<file path="config.mk">
export PLATFORM = sky130hd
export DESIGN_NAME = flash_sec_host
export DESIGN_NICKNAME = d
export VERILOG_FILES = /design/src/hw/flash_sec_pkg.sv /design/src/hw/flash_bus_cycle.sv /design/src/hw/flash_sec_host.sv
export VERILOG_INCLUDE_DIRS = /design/src /design/src/hw
export SDC_FILE = /design/constraint.sdc
export NUM_CORES = 1
export LEC_CHECK = 0
export BUFFER_PORTS_ARGS = -buffer_cell sky130_fd_sc_hd__buf_4
export CORE_MARGIN = 4
export CORE_UTILIZATION = 45
export CTS_BUF_LIST = sky130_fd_sc_hd__clkbuf_4 sky130_fd_sc_hd__clkbuf_8
export CTS_CLUSTER_DIAMETER = 40
export DETAILED_ROUTE_END_ITERATION = 10
export PLACE_DENSITY = 0.68
export RECOVER_POWER = 25
export SLEW_MARGIN = 20
export SYNTH_ARGS = -nofsm -noshare
export SYNTH_HDL_FRONTEND = slang
export SYNTH_SLANG_ARGS = --single-unit
</file>
<file path="constraint.sdc">
create_clock -name CLOCK -period 3.8 [get_ports CLOCK]
set_input_delay 0.76 -clock CLOCK [delete_from_list [all_inputs] [get_ports CLOCK]]
set_output_delay 0.76 -clock CLOCK [all_outputs]
set_load 0.01 [all_outputs]
</file>
<file path="src/hw/flash_sec_regs.svh">
// Purpose: constants for the security register host controller
// Assumes: word mode bus, 20 MHz clock
// Notes: offsets are word addresses on the flash address pins
// Notes on behaviour
// - user half written only by four-cycle register program sequence
// - lock uses four-cycle command, fourth data with lock_bit zero
// - read register after ident_mode_entry using ordinary reads
// - host issues ident_mode_exit before any other operation
// - query-table entry is one write of 98h to address 55h
// - query-table mode ends only with ident_mode_exit
// - host rereads polling or toggle bit after fail_bit is seen; host waits on the completion line instead
// - host drives upper address lines to zero for register access
`ifndef FLASH_SEC_REGS_SVH
`define FLASH_SEC_REGS_SVH
`define ADDR_UNLOCK1 12'h555
`define ADDR_UNLOCK2 12'h2aa
`define ADDR_QUERY 12'h055
`define ADDR_LOCK 12'h080
`define ADDR_SEC_BASE 12'h081
`define ADDR_USER_BASE 12'h085
`define DATA_UNLOCK1 8'haa
`define DATA_UNLOCK2 8'h55
`define CMD_IDENT_ENTRY 8'h90
`define CMD_IDENT_EXIT 8'hf0
`define CMD_SEC_PROG 8'hc0
`define CMD_QUERY 8'h98
`define CMD_LOCK_DATA 8'hfd
`define LOCK_BIT_POS 1
`define POLL_BIT_POS 7
`define TOGGLE_BIT_POS 6
`define FAIL_BIT_POS 5
`define SEC_WORDS 8
`define T_POWERUP_US 10000
`define CLK_MHZ 20
`define POWERUP_CYCLES (`T_POWERUP_US * `CLK_MHZ)
`define BUS_PHASE_CYCLES 2
`endif

</file>
<file path="src/hw/flash_sec_pkg.sv">
package flash_sec_pkg;
    typedef enum logic [2:0] {
        OP_READ_SEC,
        OP_PROG_USER,
        OP_LOCK_USER,
        OP_LOCK_QUERY,
        OP_QUERY_ENTRY,
        OP_EXIT,
        OP_EXIT_SHORT
    } op_t;
    typedef enum logic [1:0] {
        CYC_IDLE,
        CYC_SETUP,
        CYC_STROBE,
        CYC_HOLD
    } cyc_t;
endpackage

</file>
<file path="src/hw/flash_bus_cycle.sv">
// Purpose: one write or read cycle on the flash parallel bus
// Assumes: one phase of BUS_PHASE_CYCLES clocks covers access times
// Notes: data pins are split into in, out and output enable
`timescale 1ns/1ps
`include "flash_sec_regs.svh"
module flash_bus_cycle
(
    // clock and reset
    input wire logic clk,
    input wire logic rst,
    // request
    input wire logic start,
    input wire logic wr,
    input wire logic [11:0] addr,
    input wire logic [15:0] wdata,
    output logic done,
    output logic [15:0] rdata,
    // flash pins
    output logic [18:0] fl_addr,
    output logic fl_ce_n,
    output logic fl_oe_n,
    output logic fl_we_n,
    input wire logic [15:0] fl_dq_in,
    output logic [15:0] fl_dq_out,
    output logic fl_dq_oe_n
);
    ////////////////////////////////////////////////////////////////////
    flash_sec_pkg::cyc_t st_r;
    logic [3:0] cnt_r;
    logic wr_r;
    logic phase_end;
    assign phase_end = cnt_r == 4'(`BUS_PHASE_CYCLES - 1);
    assign done = st_r == flash_sec_pkg::CYC_HOLD && phase_end;
    always_ff @(posedge clk)
    begin
        if (rst)
        begin
            st_r <= flash_sec_pkg::CYC_IDLE;
            cnt_r <= 4'h0;
        end
        else if (st_r == flash_sec_pkg::CYC_IDLE)
        begin
            cnt_r <= 4'h0;
            if (start)
                st_r <= flash_sec_pkg::CYC_SETUP;
        end
        else if (phase_end)
        begin
            cnt_r <= 4'h0;
            case (st_r)
                flash_sec_pkg::CYC_SETUP: st_r <= flash_sec_pkg::CYC_STROBE;
                flash_sec_pkg::CYC_STROBE: st_r <= flash_sec_pkg::CYC_HOLD;
                default: st_r <= flash_sec_pkg::CYC_IDLE;
            endcase
        end
        else
            cnt_r <= cnt_r + 4'h1;
    end
    // upper lines stay zero on every access
    always_ff @(posedge clk)
    begin
        if (rst)
        begin
            fl_addr <= 19'h0;
            fl_dq_out <= 16'h0;
            wr_r <= 1'b0;
        end
        else if (start && st_r == flash_sec_pkg::CYC_IDLE)
        begin
            fl_addr <= {7'h0, addr};
            fl_dq_out <= wdata;
            wr_r <= wr;
        end
    end
    // oe held high while we strobes, so a write is never inhibited
    always_ff @(posedge clk)
    begin
        if (rst)
        begin
            fl_ce_n <= 1'b1;
            fl_oe_n <= 1'b1;
            fl_we_n <= 1'b1;
            fl_dq_oe_n <= 1'b1;
        end
        else
        begin
            fl_ce_n <= !(st_r != flash_sec_pkg::CYC_IDLE && !done);
            fl_we_n <= !(wr_r && st_r == flash_sec_pkg::CYC_SETUP
                && phase_end);
            if (st_r == flash_sec_pkg::CYC_STROBE && !phase_end)
                fl_we_n <= !wr_r;
            fl_oe_n <= !(!wr_r && (st_r == flash_sec_pkg::CYC_STROBE
                || (st_r == flash_sec_pkg::CYC_SETUP && phase_end)));
            fl_dq_oe_n <= !(wr_r && st_r != flash_sec_pkg::CYC_IDLE
                && !done);
        end
    end
    always_ff @(posedge clk)
    begin
        if (rst)
            rdata <= 16'h0;
        else if (st_r == flash_sec_pkg::CYC_STROBE && phase_end)
            rdata <= fl_dq_in;
    end
endmodule

</file>
<file path="src/hw/flash_sec_host.sv">
// Purpose: host sequencer for the flash security register commands
// Assumes: word mode, device idle in read mode when a command starts
// Notes: status decoding of the data bits is left to the user
`timescale 1ns/1ps
`include "flash_sec_regs.svh"
module flash_sec_host
#(
    parameter int POWERUP_CYCLES = `POWERUP_CYCLES
)
(
    // clock and reset
    input wire logic CLOCK,
    input wire logic SYS_RST,
    // user command port
    input wire logic CMD_VALID,
    input wire logic [2:0] CMD_OP,
    input wire logic [1:0] CMD_WORD,
    input wire logic [15:0] CMD_DATA,
    output logic CMD_READY,
    output logic RSP_VALID,
    output logic [15:0] RSP_DATA,
    output logic RSP_LOCKED,
    output logic [127:0] SEC_DATA,
    // device status
    input wire logic READY_BUSY_IN,
    output logic DEV_BUSY,
    // flash pins
    output logic [18:0] FL_ADDR,
    output logic FL_CE_N,
    output logic FL_OE_N,
    output logic FL_WE_N,
    input wire logic [15:0] FL_DQ_IN,
    output logic [15:0] FL_DQ_OUT,
    output logic FL_DQ_OE_N
);
    ////////////////////////////////////////////////////////////////////
    typedef enum logic [2:0] {
        S_WAIT_PWR,
        S_IDLE,
        S_ISSUE,
        S_BUSY,
        S_DONE
    } state_t;
    state_t st_r;
    flash_sec_pkg::op_t op_r;
    logic [31:0] pwr_cnt_r;
    logic [3:0] step_r;
    logic [3:0] nsteps;
    logic [1:0] word_r;
    logic [15:0] data_r;
    logic bc_start;
    logic bc_wr;
    logic [11:0] bc_addr;
    logic [15:0] bc_wdata;
    logic bc_done;
    logic [15:0] bc_rdata;
    logic [127:0] sec_r;
    logic [2:0] rd_idx_r;

    // unlock prefix shared by every multi-cycle command
    function automatic logic [27:0] unlock(input logic [3:0] s,
        input logic [7:0] cmd);
        case (s)
            4'h0: unlock = {`ADDR_UNLOCK1, 8'h00, `DATA_UNLOCK1};
            4'h1: unlock = {`ADDR_UNLOCK2, 8'h00, `DATA_UNLOCK2};
            default: unlock = {`ADDR_UNLOCK1, 8'h00, cmd};
        endcase
    endfunction

    // sequence length per operation
    always_comb
    begin
        case (op_r)
            flash_sec_pkg::OP_READ_SEC: nsteps = 4'd3 + 4'(`SEC_WORDS) + 4'd1;
            flash_sec_pkg::OP_QUERY_ENTRY: nsteps = 4'd1;
            flash_sec_pkg::OP_EXIT_SHORT: nsteps = 4'd1;
            flash_sec_pkg::OP_EXIT: nsteps = 4'd3;
            flash_sec_pkg::OP_LOCK_QUERY: nsteps = 4'd5;
            default: nsteps = 4'd4;
        endcase
    end

    // per-step address, data and direction
    always_comb
    begin
        bc_wr = 1'b1;
        bc_addr = `ADDR_UNLOCK1;
        bc_wdata = 16'h0;
        case (op_r)
            flash_sec_pkg::OP_QUERY_ENTRY:
            begin
                {bc_addr, bc_wdata} = {`ADDR_QUERY, 8'h00, `CMD_QUERY};
            end
            flash_sec_pkg::OP_EXIT_SHORT:
            begin
                // one-cycle exit form
                bc_wdata = {8'h00, `CMD_IDENT_EXIT};
            end
            flash_sec_pkg::OP_EXIT:
            begin
                {bc_addr, bc_wdata} = unlock(step_r, `CMD_IDENT_EXIT);
            end
            flash_sec_pkg::OP_PROG_USER:
            begin
                {bc_addr, bc_wdata} = unlock(step_r, `CMD_SEC_PROG);
                if (step_r == 4'h3)
                begin
                    // user half words only, factory half never written
                    bc_addr = `ADDR_USER_BASE + {10'h0, word_r};
                    bc_wdata = data_r;
                end
            end
            flash_sec_pkg::OP_LOCK_USER:
            begin
                {bc_addr, bc_wdata} = unlock(step_r, `CMD_SEC_PROG);
                if (step_r == 4'h3)
                begin
                    bc_addr = `ADDR_LOCK;
                    bc_wdata = {8'h00, `CMD_LOCK_DATA}; // lock_bit zero
                end
            end
            flash_sec_pkg::OP_LOCK_QUERY:
            begin
                {bc_addr, bc_wdata} = unlock(step_r, `CMD_IDENT_ENTRY);
                if (step_r == 4'h3)
                begin
                    bc_wr = 1'b0;
                    bc_addr = `ADDR_LOCK;
                end
                else if (step_r == 4'h4)
                    bc_wdata = {8'h00, `CMD_IDENT_EXIT};
            end
            flash_sec_pkg::OP_READ_SEC:
            begin
                {bc_addr, bc_wdata} = unlock(step_r, `CMD_IDENT_ENTRY);
                if (step_r == 4'(3 + `SEC_WORDS))
                    bc_wdata = {8'h00, `CMD_IDENT_EXIT};
                else if (step_r >= 4'h3)
                begin
                    bc_wr = 1'b0;
                    bc_addr = `ADDR_SEC_BASE + {9'h0, rd_idx_r};
                end
            end
            default: bc_wr = 1'b1;
        endcase
    end

    assign bc_start = st_r == S_ISSUE;
    assign CMD_READY = st_r == S_IDLE;
    // completion line low means a device program cycle runs
    assign DEV_BUSY = !READY_BUSY_IN;

    ////////////////////////////////////////////////////////////////////
    // no command until the power-on programming delay expires
    always_ff @(posedge CLOCK)
    begin
        if (SYS_RST)
            pwr_cnt_r <= 32'h0;
        else if (st_r == S_WAIT_PWR)
            pwr_cnt_r <= pwr_cnt_r + 32'h1;
    end

    always_ff @(posedge CLOCK)
    begin
        if (SYS_RST)
        begin
            st_r <= S_WAIT_PWR;
            op_r <= flash_sec_pkg::OP_EXIT_SHORT;
            step_r <= 4'h0;
            word_r <= 2'h0;
            data_r <= 16'h0;
        end
        else
        begin
            case (st_r)
                S_WAIT_PWR:
                    if (pwr_cnt_r >= 32'(POWERUP_CYCLES))
                        st_r <= S_IDLE;
                S_IDLE:
                    if (CMD_VALID)
                    begin
                        op_r <= flash_sec_pkg::op_t'(CMD_OP);
                        word_r <= CMD_WORD;
                        data_r <= CMD_DATA;
                        step_r <= 4'h0;
                        st_r <= S_ISSUE;
                    end
                S_ISSUE:
                    st_r <= S_BUSY;
                S_BUSY:
                    if (bc_done)
                    begin
                        if (step_r == nsteps - 4'h1)
                            st_r <= S_DONE;
                        else
                        begin
                            step_r <= step_r + 4'h1;
                            st_r <= S_ISSUE;
                        end
                    end
                S_DONE:
                    // completion line, not status bits: no fail_bit race
                    if (READY_BUSY_IN)
                        st_r <= S_IDLE;
                default: st_r <= S_IDLE;
            endcase
        end
    end

    // read index walks the eight register words
    always_ff @(posedge CLOCK)
    begin
        if (SYS_RST || st_r == S_IDLE)
            rd_idx_r <= 3'h0;
        else if (st_r == S_BUSY && bc_done && !bc_wr
            && op_r == flash_sec_pkg::OP_READ_SEC)
            rd_idx_r <= rd_idx_r + 3'h1;
    end

    // words 0..3 factory half, 4..7 user half
    always_ff @(posedge CLOCK)
    begin
        if (SYS_RST)
            sec_r <= 128'h0;
        else if (st_r == S_BUSY && bc_done && !bc_wr
            && op_r == flash_sec_pkg::OP_READ_SEC)
            sec_r[rd_idx_r * 16 +: 16] <= bc_rdata;
    end

    always_ff @(posedge CLOCK)
    begin
        if (SYS_RST)
        begin
            RSP_VALID <= 1'b0;
            RSP_DATA <= 16'h0;
            RSP_LOCKED <= 1'b0;
        end
        else
        begin
            RSP_VALID <= st_r == S_DONE && READY_BUSY_IN;
            if (st_r == S_BUSY && bc_done && !bc_wr)
            begin
                RSP_DATA <= bc_rdata;
                if (op_r == flash_sec_pkg::OP_LOCK_QUERY)
                    RSP_LOCKED <= !bc_rdata[`LOCK_BIT_POS];
            end
        end
    end
    assign SEC_DATA = sec_r;

    flash_bus_cycle u_cycle
    (
        .clk(CLOCK),
        .rst(SYS_RST),
        .start(bc_start),
        .wr(bc_wr),
        .addr(bc_addr),
        .wdata(bc_wdata),
        .done(bc_done),
        .rdata(bc_rdata),
        .fl_addr(FL_ADDR),
        .fl_ce_n(FL_CE_N),
        .fl_oe_n(FL_OE_N),
        .fl_we_n(FL_WE_N),
        .fl_dq_in(FL_DQ_IN),
        .fl_dq_out(FL_DQ_OUT),
        .fl_dq_oe_n(FL_DQ_OE_N)
    );
endmodule

</file>
# --- After elaboration in Yosys (flattened, before gate mapping) ---
# Cells that the tools add are included.
word_totals:
  out_inout_bits: 187
  word_cells: 135
  ff_bits: 264
op_classes:
  n_reduce_logical: 41
  addsub: 8
  eq_ne: 25
  shift: 2
  mux: 36
  n_lt_le_gt_ge: 2
op_table:
  columns: ["cell", "n"]
  rows:
  - ["$pmux W27 S2", 3]
  - ["$bwmux W128", 1]
  - ["$shift A16 B34 Y128 const A", 1]
  - ["$shiftx A16 B34 Y128", 1]
  - ["$pmux W16 S7", 1]
  - ["$mux W16", 5]
  - ["$pmux W12 S6", 1]
  - ["$mux W12", 5]
  - ["$neg A7 Y34", 1]
  - ["$add A32 B1 Y32 const B", 1]
  - ["$ge A32 B18 Y1 const B", 1]
  - ["$pmux W4 S4", 1]
  - ["$logic_and A1 B1 Y1", 15]
  - ["$mux W3", 5]
  - ["$pmux W3 S5", 1]
  - ["$eq A3 B2 Y1 const B", 4]
  - ["$eq A3 B3 Y1 const B", 4]
  - ["$mux W4", 3]
  - ["$logic_not A1 Y1", 10]
  - ["$add A8 B2 Y9 const A", 1]
  - ["$add A8 B3 Y9 const A", 1]
  - ["$add A4 B1 Y4 const B", 2]
  - ["$eq A4 B1 Y1 const B", 2]
  - ["$ne A2 B2 Y1 const B", 4]
  - ["25 further kinds", 40]

# --- Longest topological paths before layout ---
# Gate-level depths: netlist of run 1.
depth:
  depth_word: 8
  ltp_mapped: 12
  mapped_depth_nobuf: 10

# --- By module ---
# A second synthesis of run 1 with hierarchy kept.
unflattened:
  cells_unflattened: 1433
  hier_area_um2: 11659.9
modules_own_cells:
  columns: ["module", "n_inst", "area_per_inst_um2", "seq_area_each_um2", "cells_each"]
  rows:
  - ["flash_sec_host", 1, 9514.1, 4184.0, 1181]
  - ["flash_bus_cycle", 1, 2145.8, 1101.1, 252]

# --- Worst setup path before layout of run 1 ---
# No wires, ideal clock.
synth_path:
  kind: "reg2reg"
  start: "reg op_r[2]"
  end: "reg step_r[3]"
  required_ps: 3730
  stages_incl_launch_ff: 12
  setup_slack_ps: 712
  path_buffers: 3
  t_arrival_ps: 3018
  setup_time_ps: 70
  path_cell_list: "dfxtp_1 buf_2 buf_1 clkbuf_1 xor2_1 ha_1 xnor2_1 mux2_2 nor4_2 o21ai_1 or3_1 a21boi_1"
synth_via:
  elab_chain_len: 7
synth_rtl:
  columns: ["item", "line", "source"]
  rows:
  - ["start, declared", "flash_sec_host.sv:45", "flash_sec_pkg::op_t op_r;"]
  - ["start signal, assigned", "flash_sec_host.sv:168", "op_r <= flash_sec_pkg::OP_EXIT_SHORT;"]
  - ["start signal, assigned", "flash_sec_host.sv:182", "op_r <= flash_sec_pkg::op_t'(CMD_OP);"]
  - ["$eq A3 B3 Y1", "flash_sec_host.sv:73", "case (op_r)"]
  - ["$reduce_or A2 Y1 (no line)", null, null]
  - ["$pmux W4 S4 *", "flash_sec_host.sv:73", null]
  - ["$sub A4 B1 Y4 *", "flash_sec_host.sv:193", "if (step_r == nsteps - 4'h1)"]
  - ["$eq A4 B4 Y1 *", "flash_sec_host.sv:193", null]
  - ["$ne A2 B2 Y1 (no line) *", null, null]
  - ["$reduce_and A4 Y1 (no line) *", null, null]
  - ["end signal, assigned", "flash_sec_host.sv:197", "step_r <= step_r + 4'h1;"]
  - ["end, declared", "flash_sec_host.sv:47", "logic [3:0] step_r;"]
# Every way passes the cells marked *; elsewhere a longest branch is shown, timed or not.
# A chain may end at the register's enable or synchronous reset.

# --- Final worst setup path of run 1 ---
layout_path:
  start: "in SYS_RST"
  end: "reg sec_r[83], in the netlist SEC_DATA[83]"
layout_lines:
  columns: ["item", "line", "source"]
  rows:
  - ["start, declared", "flash_sec_host.sv:13", "input wire logic SYS_RST,"]
  - ["end signal, assigned by index", "flash_sec_host.sv:227", "sec_r[rd_idx_r * 16 +: 16] <= bc_rdata;"]
  - ["end, declared", "flash_sec_host.sv:57", "logic [127:0] sec_r;"]
# No word-level cell between the ends.

==> impl_summary.txt, run 1 <==
----------------------------------------------------
[Logic synthesis]
  Biggest area consumer among synthesized cells ... sky130_fd_sc_hd__dfxtp_1
  Synth Area per Inst ... 8.52 sq um
  Dominant cells by area after synthesis ... sky130_fd_sc_hd__dfxtp_1 47%, sky130_fd_sc_hd__nand2_1 7.8%, sky130_fd_sc_hd__mux2i_1 7.5%, sky130_fd_sc_hd__nor2_1 6.0%, sky130_fd_sc_hd__a21oi_1 5.3%
  Netlist area before placement ... 0.0111 sq mm
  Sequential cell area fraction in the yosys report ... between 40% and 50%
  Top_reg_cell synth ... sky130_fd_sc_hd__dfxtp_1
  Number of synthesized flops with an enable pin ... 0
  Most used standard cell by instance count after synthesis ... sky130_fd_sc_hd__dfxtp_1
  Fraction of synthesis flops using an asynchronous set or reset pin ... 0%
  Number of instances in the synthesized netlist ... about 1300
  Proportion of netlist area held by the largest area contributor ... approximately 47%
  Yosys reg bits ... 260
  Distinct cells, synth ... 75
  Count of yosys warnings during synthesis ... 0
  Most frequent cells after synthesis ... 260 x sky130_fd_sc_hd__dfxtp_1, 230 x sky130_fd_sc_hd__nand2_1, 179 x sky130_fd_sc_hd__nor2_1, 119 x sky130_fd_sc_hd__a21oi_1, 83 x sky130_fd_sc_hd__mux2i_1

[Power and ir drop]
  Power density over the cells ... between 400 and 500 mW/mm^2
  Switching power share of the total ... between 20% and 30%
  Internal power of the cells ... ~0.0047 W
  Pleak ... slightly below 5 nW
  Power Total ... ~0.0063 W
  Sw power ... 0.00153 W
  Clock power frac ... 46.8%
  Sequential cell fraction of total power ... 44.9%
  Share of power burned in combinational logic ... under 10%
  Worst IR drop on VDD ... about 0.23 mV

[Placed design]
  HPWL after detailed placement ... just over 20000 um
  Placement Cell Area ... between 0.01 and 0.015 sq mm
  DP Cell Count ... around 1800
  Final RePlAce weighted congestion ... between 0.8 and 0.9
  Buffers on Ports ... approximately 220

[Setup path]
  Arrival @ worst endpoint ... between 3 and 4 ns
  Critical path class ... in -> reg
  Startpoint Class ... input port
  Maximum fanout count along the critical path ... ~110
  Required time at the worst-slack endpoint ... approximately 4.2 ns
  Setup slack of the most critical reg-to-reg path ... 0.79 ns
  Critical path endpoint category ... flip-flop

[Die]
  # rows ... 57
  Starting Density ... 45.8%
  Std-Cell Core Area ... approximately 0.024 sq mm
  I/O pin cnt ... ~230
  Horizontal die dimension ... about 170 um
  Y dimension of the die ... between 150 and 200 um
  Full die area ... between 0.02 and 0.03 sq mm

[Detailed routing]
  First-pass iteration count of the detailed router ... 5
  Antenna-violating nets left ... 0
  Via total after detailed routing ... ~9500
  Detailed Route Iter0 Violations ... slightly above 700
  Detailed-route wire length per cell ... approximately 16 um
  Routed vias/inst ... slightly above 5
  # DRC ... 0
  Routed wire length ... between 30000 and 40000 um

[STA]
  RSZ-0062 raised after global routing ... false
  Total Neg Setup Slack ... 0 ns
  Count of final setup violators ... 0
  Final-report hold violation count ... 0
  Minimum period implied by the final worst setup slack ... around 3.0 ns
  Worst-case headroom to the max-slew limit ... -41.6%
  Portion of the clock cycle consumed by the worst path in the final layout ... around four fifths
  Clk_skew ... 0.0307 ns
  Max-slew violation count ... ~110
  Pin slew with the least headroom to its limit ... around 2.1 ns
  Highest clock frequency the design can meet ... ~330 MHz

[Final layout]
  Final layout net count ... ~1500
  Layout overhead on the synthesized area ... 21.2%
  Final Instance Area ... 0.0135 sq mm
  Share of the core filled with cells in the final layout ... between 50% and 60%
  Number of standard cells in the final layout excluding fillers ... around 1800
  Ant diodes ... 0
  Register cell area after layout ... about 0.0052 sq mm
  Fraction of layout instances using a drive strength above 1 ... between 15 and 20%
  Area of combinational cells with multiple inputs ... between 0.005 and 0.006 sq mm
  Fill count ... between 2000 and 2500

[Status]
  Failing checks ... capacitance limit, slew limit
  Status ... complete, but fails checks

[GRT]
  Via count of the first global-routing pass ... around 9100
  Antenna violations before repair ... 0
  Pin count of the biggest net entering global routing ... approximately 110
  Global route total overflow ... 0
  Total global routing track utilization ... between 20% and 30%
  Wire length of the first global-routing pass ... roughly 47000 um

[Worst hold path]
  Worst min-delay path class ... in -> reg

[Run]
  Number of maximum-capacitance constraint violations ... 1

[CTS]
  Resized Gates After CTS ... 0
  Post-CTS Setup Bufs ... 0
  TritonCTS clock tree ... built
  CTS Buf Count ... 46
  Sinks on Clock Net ... between 200 and 300
  Cell chosen for the clock root ... sky130_fd_sc_hd__clkbuf_8
  Clock slew at the register clock pins of the worst setup and hold paths ... around 0.060 ns
  H-tree Lvls ... 2
  # hold bufs at CTS ... 0
  Max Root-Sink Buffers ... 3
  Clock latency reported for the late side of the worst-skew pair ... around 0.56 ns

----------------------------------------------------
## per-stage QoR
step                hold slack [ns]  setup slack [ns]
floorplan                     0.385             0.712
global placement              0.423             0.934
detailed placement            0.429             0.865
CTS                           0.391             0.818
global route                  0.423             0.514
finish                        0.433             0.751
## flip-flops by register name, indices dropped and copies added, names as in the netlist, 2 cells and up
register,cells
rd_idx_r,3
SEC_DATA,128
u_cycle.st_r,2
step_r,4
u_cycle.rdata,16
u_cycle.fl_addr,8
u_cycle.cnt_r,4
pwr_cnt_r,32
data_r,16
word_r,2
op_r,3
st_r,3
u_cycle.fl_dq_out,16
RSP_DATA,16
## layout by cell type (no fill, tap or decap), types with 5 or more instances in the layout
cell type	n
sky130_fd_sc_hd__nand2b_1	5
sky130_fd_sc_hd__dfxtp_1	260
sky130_fd_sc_hd__nor2_1	179
sky130_fd_sc_hd__nor2b_1	6
sky130_fd_sc_hd__xnor2_1	13
sky130_fd_sc_hd__nand3_1	24
sky130_fd_sc_hd__clkbuf_1	91
sky130_fd_sc_hd__mux2i_1	83
sky130_fd_sc_hd__or3_1	8
sky130_fd_sc_hd__o21ai_1	20
sky130_fd_sc_hd__nor4_1	5
sky130_fd_sc_hd__o21ai_0	23
sky130_fd_sc_hd__conb_1	8
sky130_fd_sc_hd__clkbuf_8	56
sky130_fd_sc_hd__clkinv_2	6
sky130_fd_sc_hd__a21oi_1	119
sky130_fd_sc_hd__nand3b_1	19
sky130_fd_sc_hd__bufinv_16	5
sky130_fd_sc_hd__buf_4	143
sky130_fd_sc_hd__ha_1	16
sky130_fd_sc_hd__inv_1	17
sky130_fd_sc_hd__nand2_1	230
sky130_fd_sc_hd__nand4_1	14
sky130_fd_sc_hd__a22oi_1	13
sky130_fd_sc_hd__clkbuf_4	10
sky130_fd_sc_hd__nor3_1	21
sky130_fd_sc_hd__xor2_1	28
sky130_fd_sc_hd__and4_1	5
## cell families (layout without fill, tap and decap cells)
group | Yosys count | after routing | share of synthesized area (%)
and+or+nand+nor | 558 | 558 | 23.3
muxes | 85 | 85 | 7.66
xor gates and xnor gates | 41 | 41 | 3.22
buffers and inverters | 130 | 336 | 6.04
AOI/OAI and AO/OA | 216 | 216 | 11.2
DFF | 260 | 260 | 46.7
adders and majority gates | 17 | 17 | 1.89
other | 1 | 8 | 0.0337
## power groups by stage
stage | registers, W | logic, W | clock network (W)
after floorplan | 0.00285 | 0.000403 | 0
after global placement | 0.00287 | 0.000512 | 0
after detailed placement | 0.00287 | 0.000517 | 0
after CTS | 0.00281 | 0.000518 | 0.00299
after global routing | 0.00282 | 0.000578 | 0.00312
final | 0.00281 | 0.000521 | 0.00294
## path summary, 6_finish.rpt
path	from	end	cells past startpoint
max	SYS_RST	SEC_DATA[83]	3
min	READY_BUSY_IN	RSP_VALID	2
max reg2reg	op_r[2]	step_r[3]	9
min reg2reg	u_cycle.wr_r	u_cycle.fl_dq_oe_n	1
## per-layer routing
layer | vias to the layer above | share of wire (%) | GRT usage (%)
li1 | 4760 | - | -
met1 | 4429 | 45 | 28.9
met2 | 286 | 46 | 33.8
met3 | 57 | 6.0 | 4.29
met4 | 0 | 2.7 | 7.24
met5 | - | 0 | 0
## cell type report
class                           instances  area share (%)
Clock inverter                         15            1.64
Sequential cell                       260            38.6
Tap cell                              324            3.00
Inverter                               18           0.501
Clock buffer                           66            6.27
Timing Repair Buffer                  237            10.7
Multi-Input combinational cell        925            39.3
## worst max-delay path: stages
cell                       delay (ns)
sky130_fd_sc_hd__clkbuf_2        1.48
sky130_fd_sc_hd__clkbuf_2        0.98
sky130_fd_sc_hd__nor2_1          0.12
(Power assumes the default switching activity.)
==> run 2, diff against run 1 <==
==> constraint.sdc (replaced) <==
create_clock -name CLOCK -period 3.2 [get_ports CLOCK]
set_input_delay 0.64 -clock CLOCK [delete_from_list [all_inputs] [get_ports CLOCK]]
set_output_delay 0.64 -clock CLOCK [all_outputs]
set_load 0.01 [all_outputs]
==> impl_summary.txt, run 2 (synthesis results as in run 1) <==
----------------------------------------------------
[Final layout]
  Commonest non-fill, non-tap cells in the layout ... 260 x sky130_fd_sc_hd__dfxtp_1, 231 x sky130_fd_sc_hd__nand2_1, 179 x sky130_fd_sc_hd__nor2_1
  Final layout net count ... 1553 (+0.52%)
  Max reg flops ... 128 (unchanged)
  Ant diodes ... 0 (unchanged)
  Most frequent standard cell in the layout excluding fill and tap cells ... sky130_fd_sc_hd__dfxtp_1
  Fraction of layout instances using a drive strength above 1 ... 16.5% (+0.14 points)
  Layout overhead on the synthesized area ... 21.3%

[Die]
  Starting Density ... 45.8% (unchanged)
  Full die area ... 0.0273 sq mm (unchanged)
  Y dimension of the die ... 165 um (unchanged)
  # rows ... 57 (unchanged)
  Std-Cell Core Area ... 0.0243 sq mm (unchanged)
  Horizontal die dimension ... 165 um (unchanged)
  I/O pin cnt ... 228 (unchanged)

[STA]
  Clk_skew ... 0.0289 ns (-0.00180 ns)
  Total Neg Setup Slack ... 0 ns (unchanged)
  Minimum period implied by the final worst setup slack ... roughly 2.8 ns
  Worst-case headroom to the max-slew limit ... -56.1% (-14 points)
  Portion of the clock cycle consumed by the worst path in the final layout ... 88.1%
  Pin slew with the least headroom to its limit ... 2.34 ns (+0.217 ns)
  Count of final setup violators ... 0 (unchanged)
  Highest clock frequency the design can meet ... around 350 MHz
  Max-slew violation count ... 119 (+10%)
  RSZ-0062 raised after global routing ... false
  Worst-case setup margin in the final layout ... 0.380 ns (-0.371 ns)
  Final-report hold violation count ... 0 (unchanged)

[Setup path]
  Arrival @ worst endpoint ... 3.22 ns (-0.21 ns)
  Critical path class ... in -> reg
  Startpoint Class ... input port
  Critical path endpoint category ... flip-flop
  Required time at the worst-slack endpoint ... 3.60 ns (-0.58 ns)
  Maximum fanout count along the critical path ... 119 (+10%)

[GRT]
  Global route total overflow ... 0 (unchanged)
  Wire length of the first global-routing pass ... 48200 um (+1.7%)
  Via count of the first global-routing pass ... 9208 (+1.5%)
  Pin count of the biggest net entering global routing ... 120 (+10%)
  Antenna violations before repair ... 0 (unchanged)
  Total global routing track utilization ... 21.6% (+0.36 points)

[Status]
  Failing checks ... capacitance limit, slew limit
  Status ... complete, but fails checks

[Placed design]
  Pre-CTS setup slack ... 0.444 ns (-0.421 ns)
  Final RePlAce weighted congestion ... 0.895 (+0.52%)
  HPWL after detailed placement ... 20800 um (+1.1%)
  Buffers on Ports ... 219 (unchanged)

[CTS]
  Clock slew at the register clock pins of the worst setup and hold paths ... 0.05 ns (about the same)
  # hold bufs at CTS ... 0 (unchanged)
  Resized Gates After CTS ... 0 (unchanged)
  H-tree Lvls ... 2 (unchanged)
  Clock latency reported for the late side of the worst-skew pair ... 0.56 ns (about the same)
  TritonCTS clock tree ... built
  Cell chosen for the clock root ... sky130_fd_sc_hd__clkbuf_8
  Post-CTS Setup Bufs ... 0 (unchanged)
  CTS Buf Count ... 46 (unchanged)
  Sinks on Clock Net ... 260 (unchanged)
  Max Root-Sink Buffers ... 3 (unchanged)

[Power and ir drop]
  Worst IR drop on VDD ... 0.430 mV (+84%)
  Power density over the cells ... 545 mW/mm^2 (+17%)
  Pleak ... 4.86 nW (+0.23%)

[Detailed routing]
  First-pass iteration count of the detailed router ... 9 (+4)
  Antenna-violating nets left ... 0 (unchanged)
  Via total after detailed routing ... 9597 (+0.68%)
  # DRC ... 0 (unchanged)
  Routed wire length ... 30600 um (+1.5%)
  Detailed-route wire length per cell ... 16.5 um (+1.3%)
  Routed vias/inst ... 5.19 (+0.41%)
  Detailed Route Iter0 Violations ... 839 (+18%)

[Worst hold path]
  Worst min-delay path class ... in -> reg

[Run]
  Number of maximum-capacitance constraint violations ... 1 (unchanged)

----------------------------------------------------
run 2: cell count changes in the layout (fill, tap and decap cells not counted), moves of 2 or more:
cell	before	now
sky130_fd_sc_hd__buf_4	143	149
sky130_fd_sc_hd__clkbuf_4	10	14
sky130_fd_sc_hd__clkinv_2	6	2
sky130_fd_sc_hd__clkbuf_8	56	54
run 2: final timing paths:
kind / slack [ns] / end / from / cells after the start
worst max-delay path: 0.38 / pwr_cnt_r[17] / SYS_RST / 3
worst min-delay path: 0.32 / RSP_VALID / READY_BUSY_IN / 2
worst max register to register: 0.39 / step_r[3] / op_r[0] / 10
worst min register to register: 0.45 / u_cycle.fl_dq_oe_n / u_cycle.wr_r / 1
run 2: cell type report:
cell class,count,area (sq um)
repair buffers,245,1520
clock buffers,67,841
flip-flops and latches,260,5200
fillers,2337,10800
multi-input cells,925,5300
clock inverters,11,175
inverters,18,67.6
well taps,324,405
run 2: per-stage QoR:
stage / power [W] / hold WS (ns) / cells / instance area (sq um) / util (%)
after global placement: 0.00404 / 0.439 / 1772 / 12900 / 52.8
after global routing: 0.00767 / 0.298 / 1850 / 13500 / 55.6
final: 0.00737 / 0.317 / 1850 / 13500 / 55.6
after detailed placement: 0.00405 / 0.444 / 1772 / 12900 / 52.8
after floorplan: 0.00387 / 0.385 / 1315 / 11200 / -
after CTS: 0.00743 / 0.283 / 1850 / 13900 / 57.0
run 2: critical path, stage by stage:
cell                       delay (ns)
sky130_fd_sc_hd__clkbuf_2        1.60
sky130_fd_sc_hd__clkbuf_4        0.80
sky130_fd_sc_hd__nor2_1          0.10
run 2: where the power goes:
group | internal, W | total, W | switching (W) | leakage (nW)
Sequential | 0.00329 | 0.00334 | 0.0000551 | 2.09
Combinational | 0.000249 | 0.000646 | 0.000397 | 2.23
Clock | 0.00202 | 0.00338 | 0.00136 | 0.531
run 2: metal layers:
layer	track usage [%]	vias up	wire [um]
met5	0	-	0
met4	7.05	0	806
met3	4.72	64	2060
met2	34.0	327	13900
met1	29.6	4425	13700
li1	-	4781	-
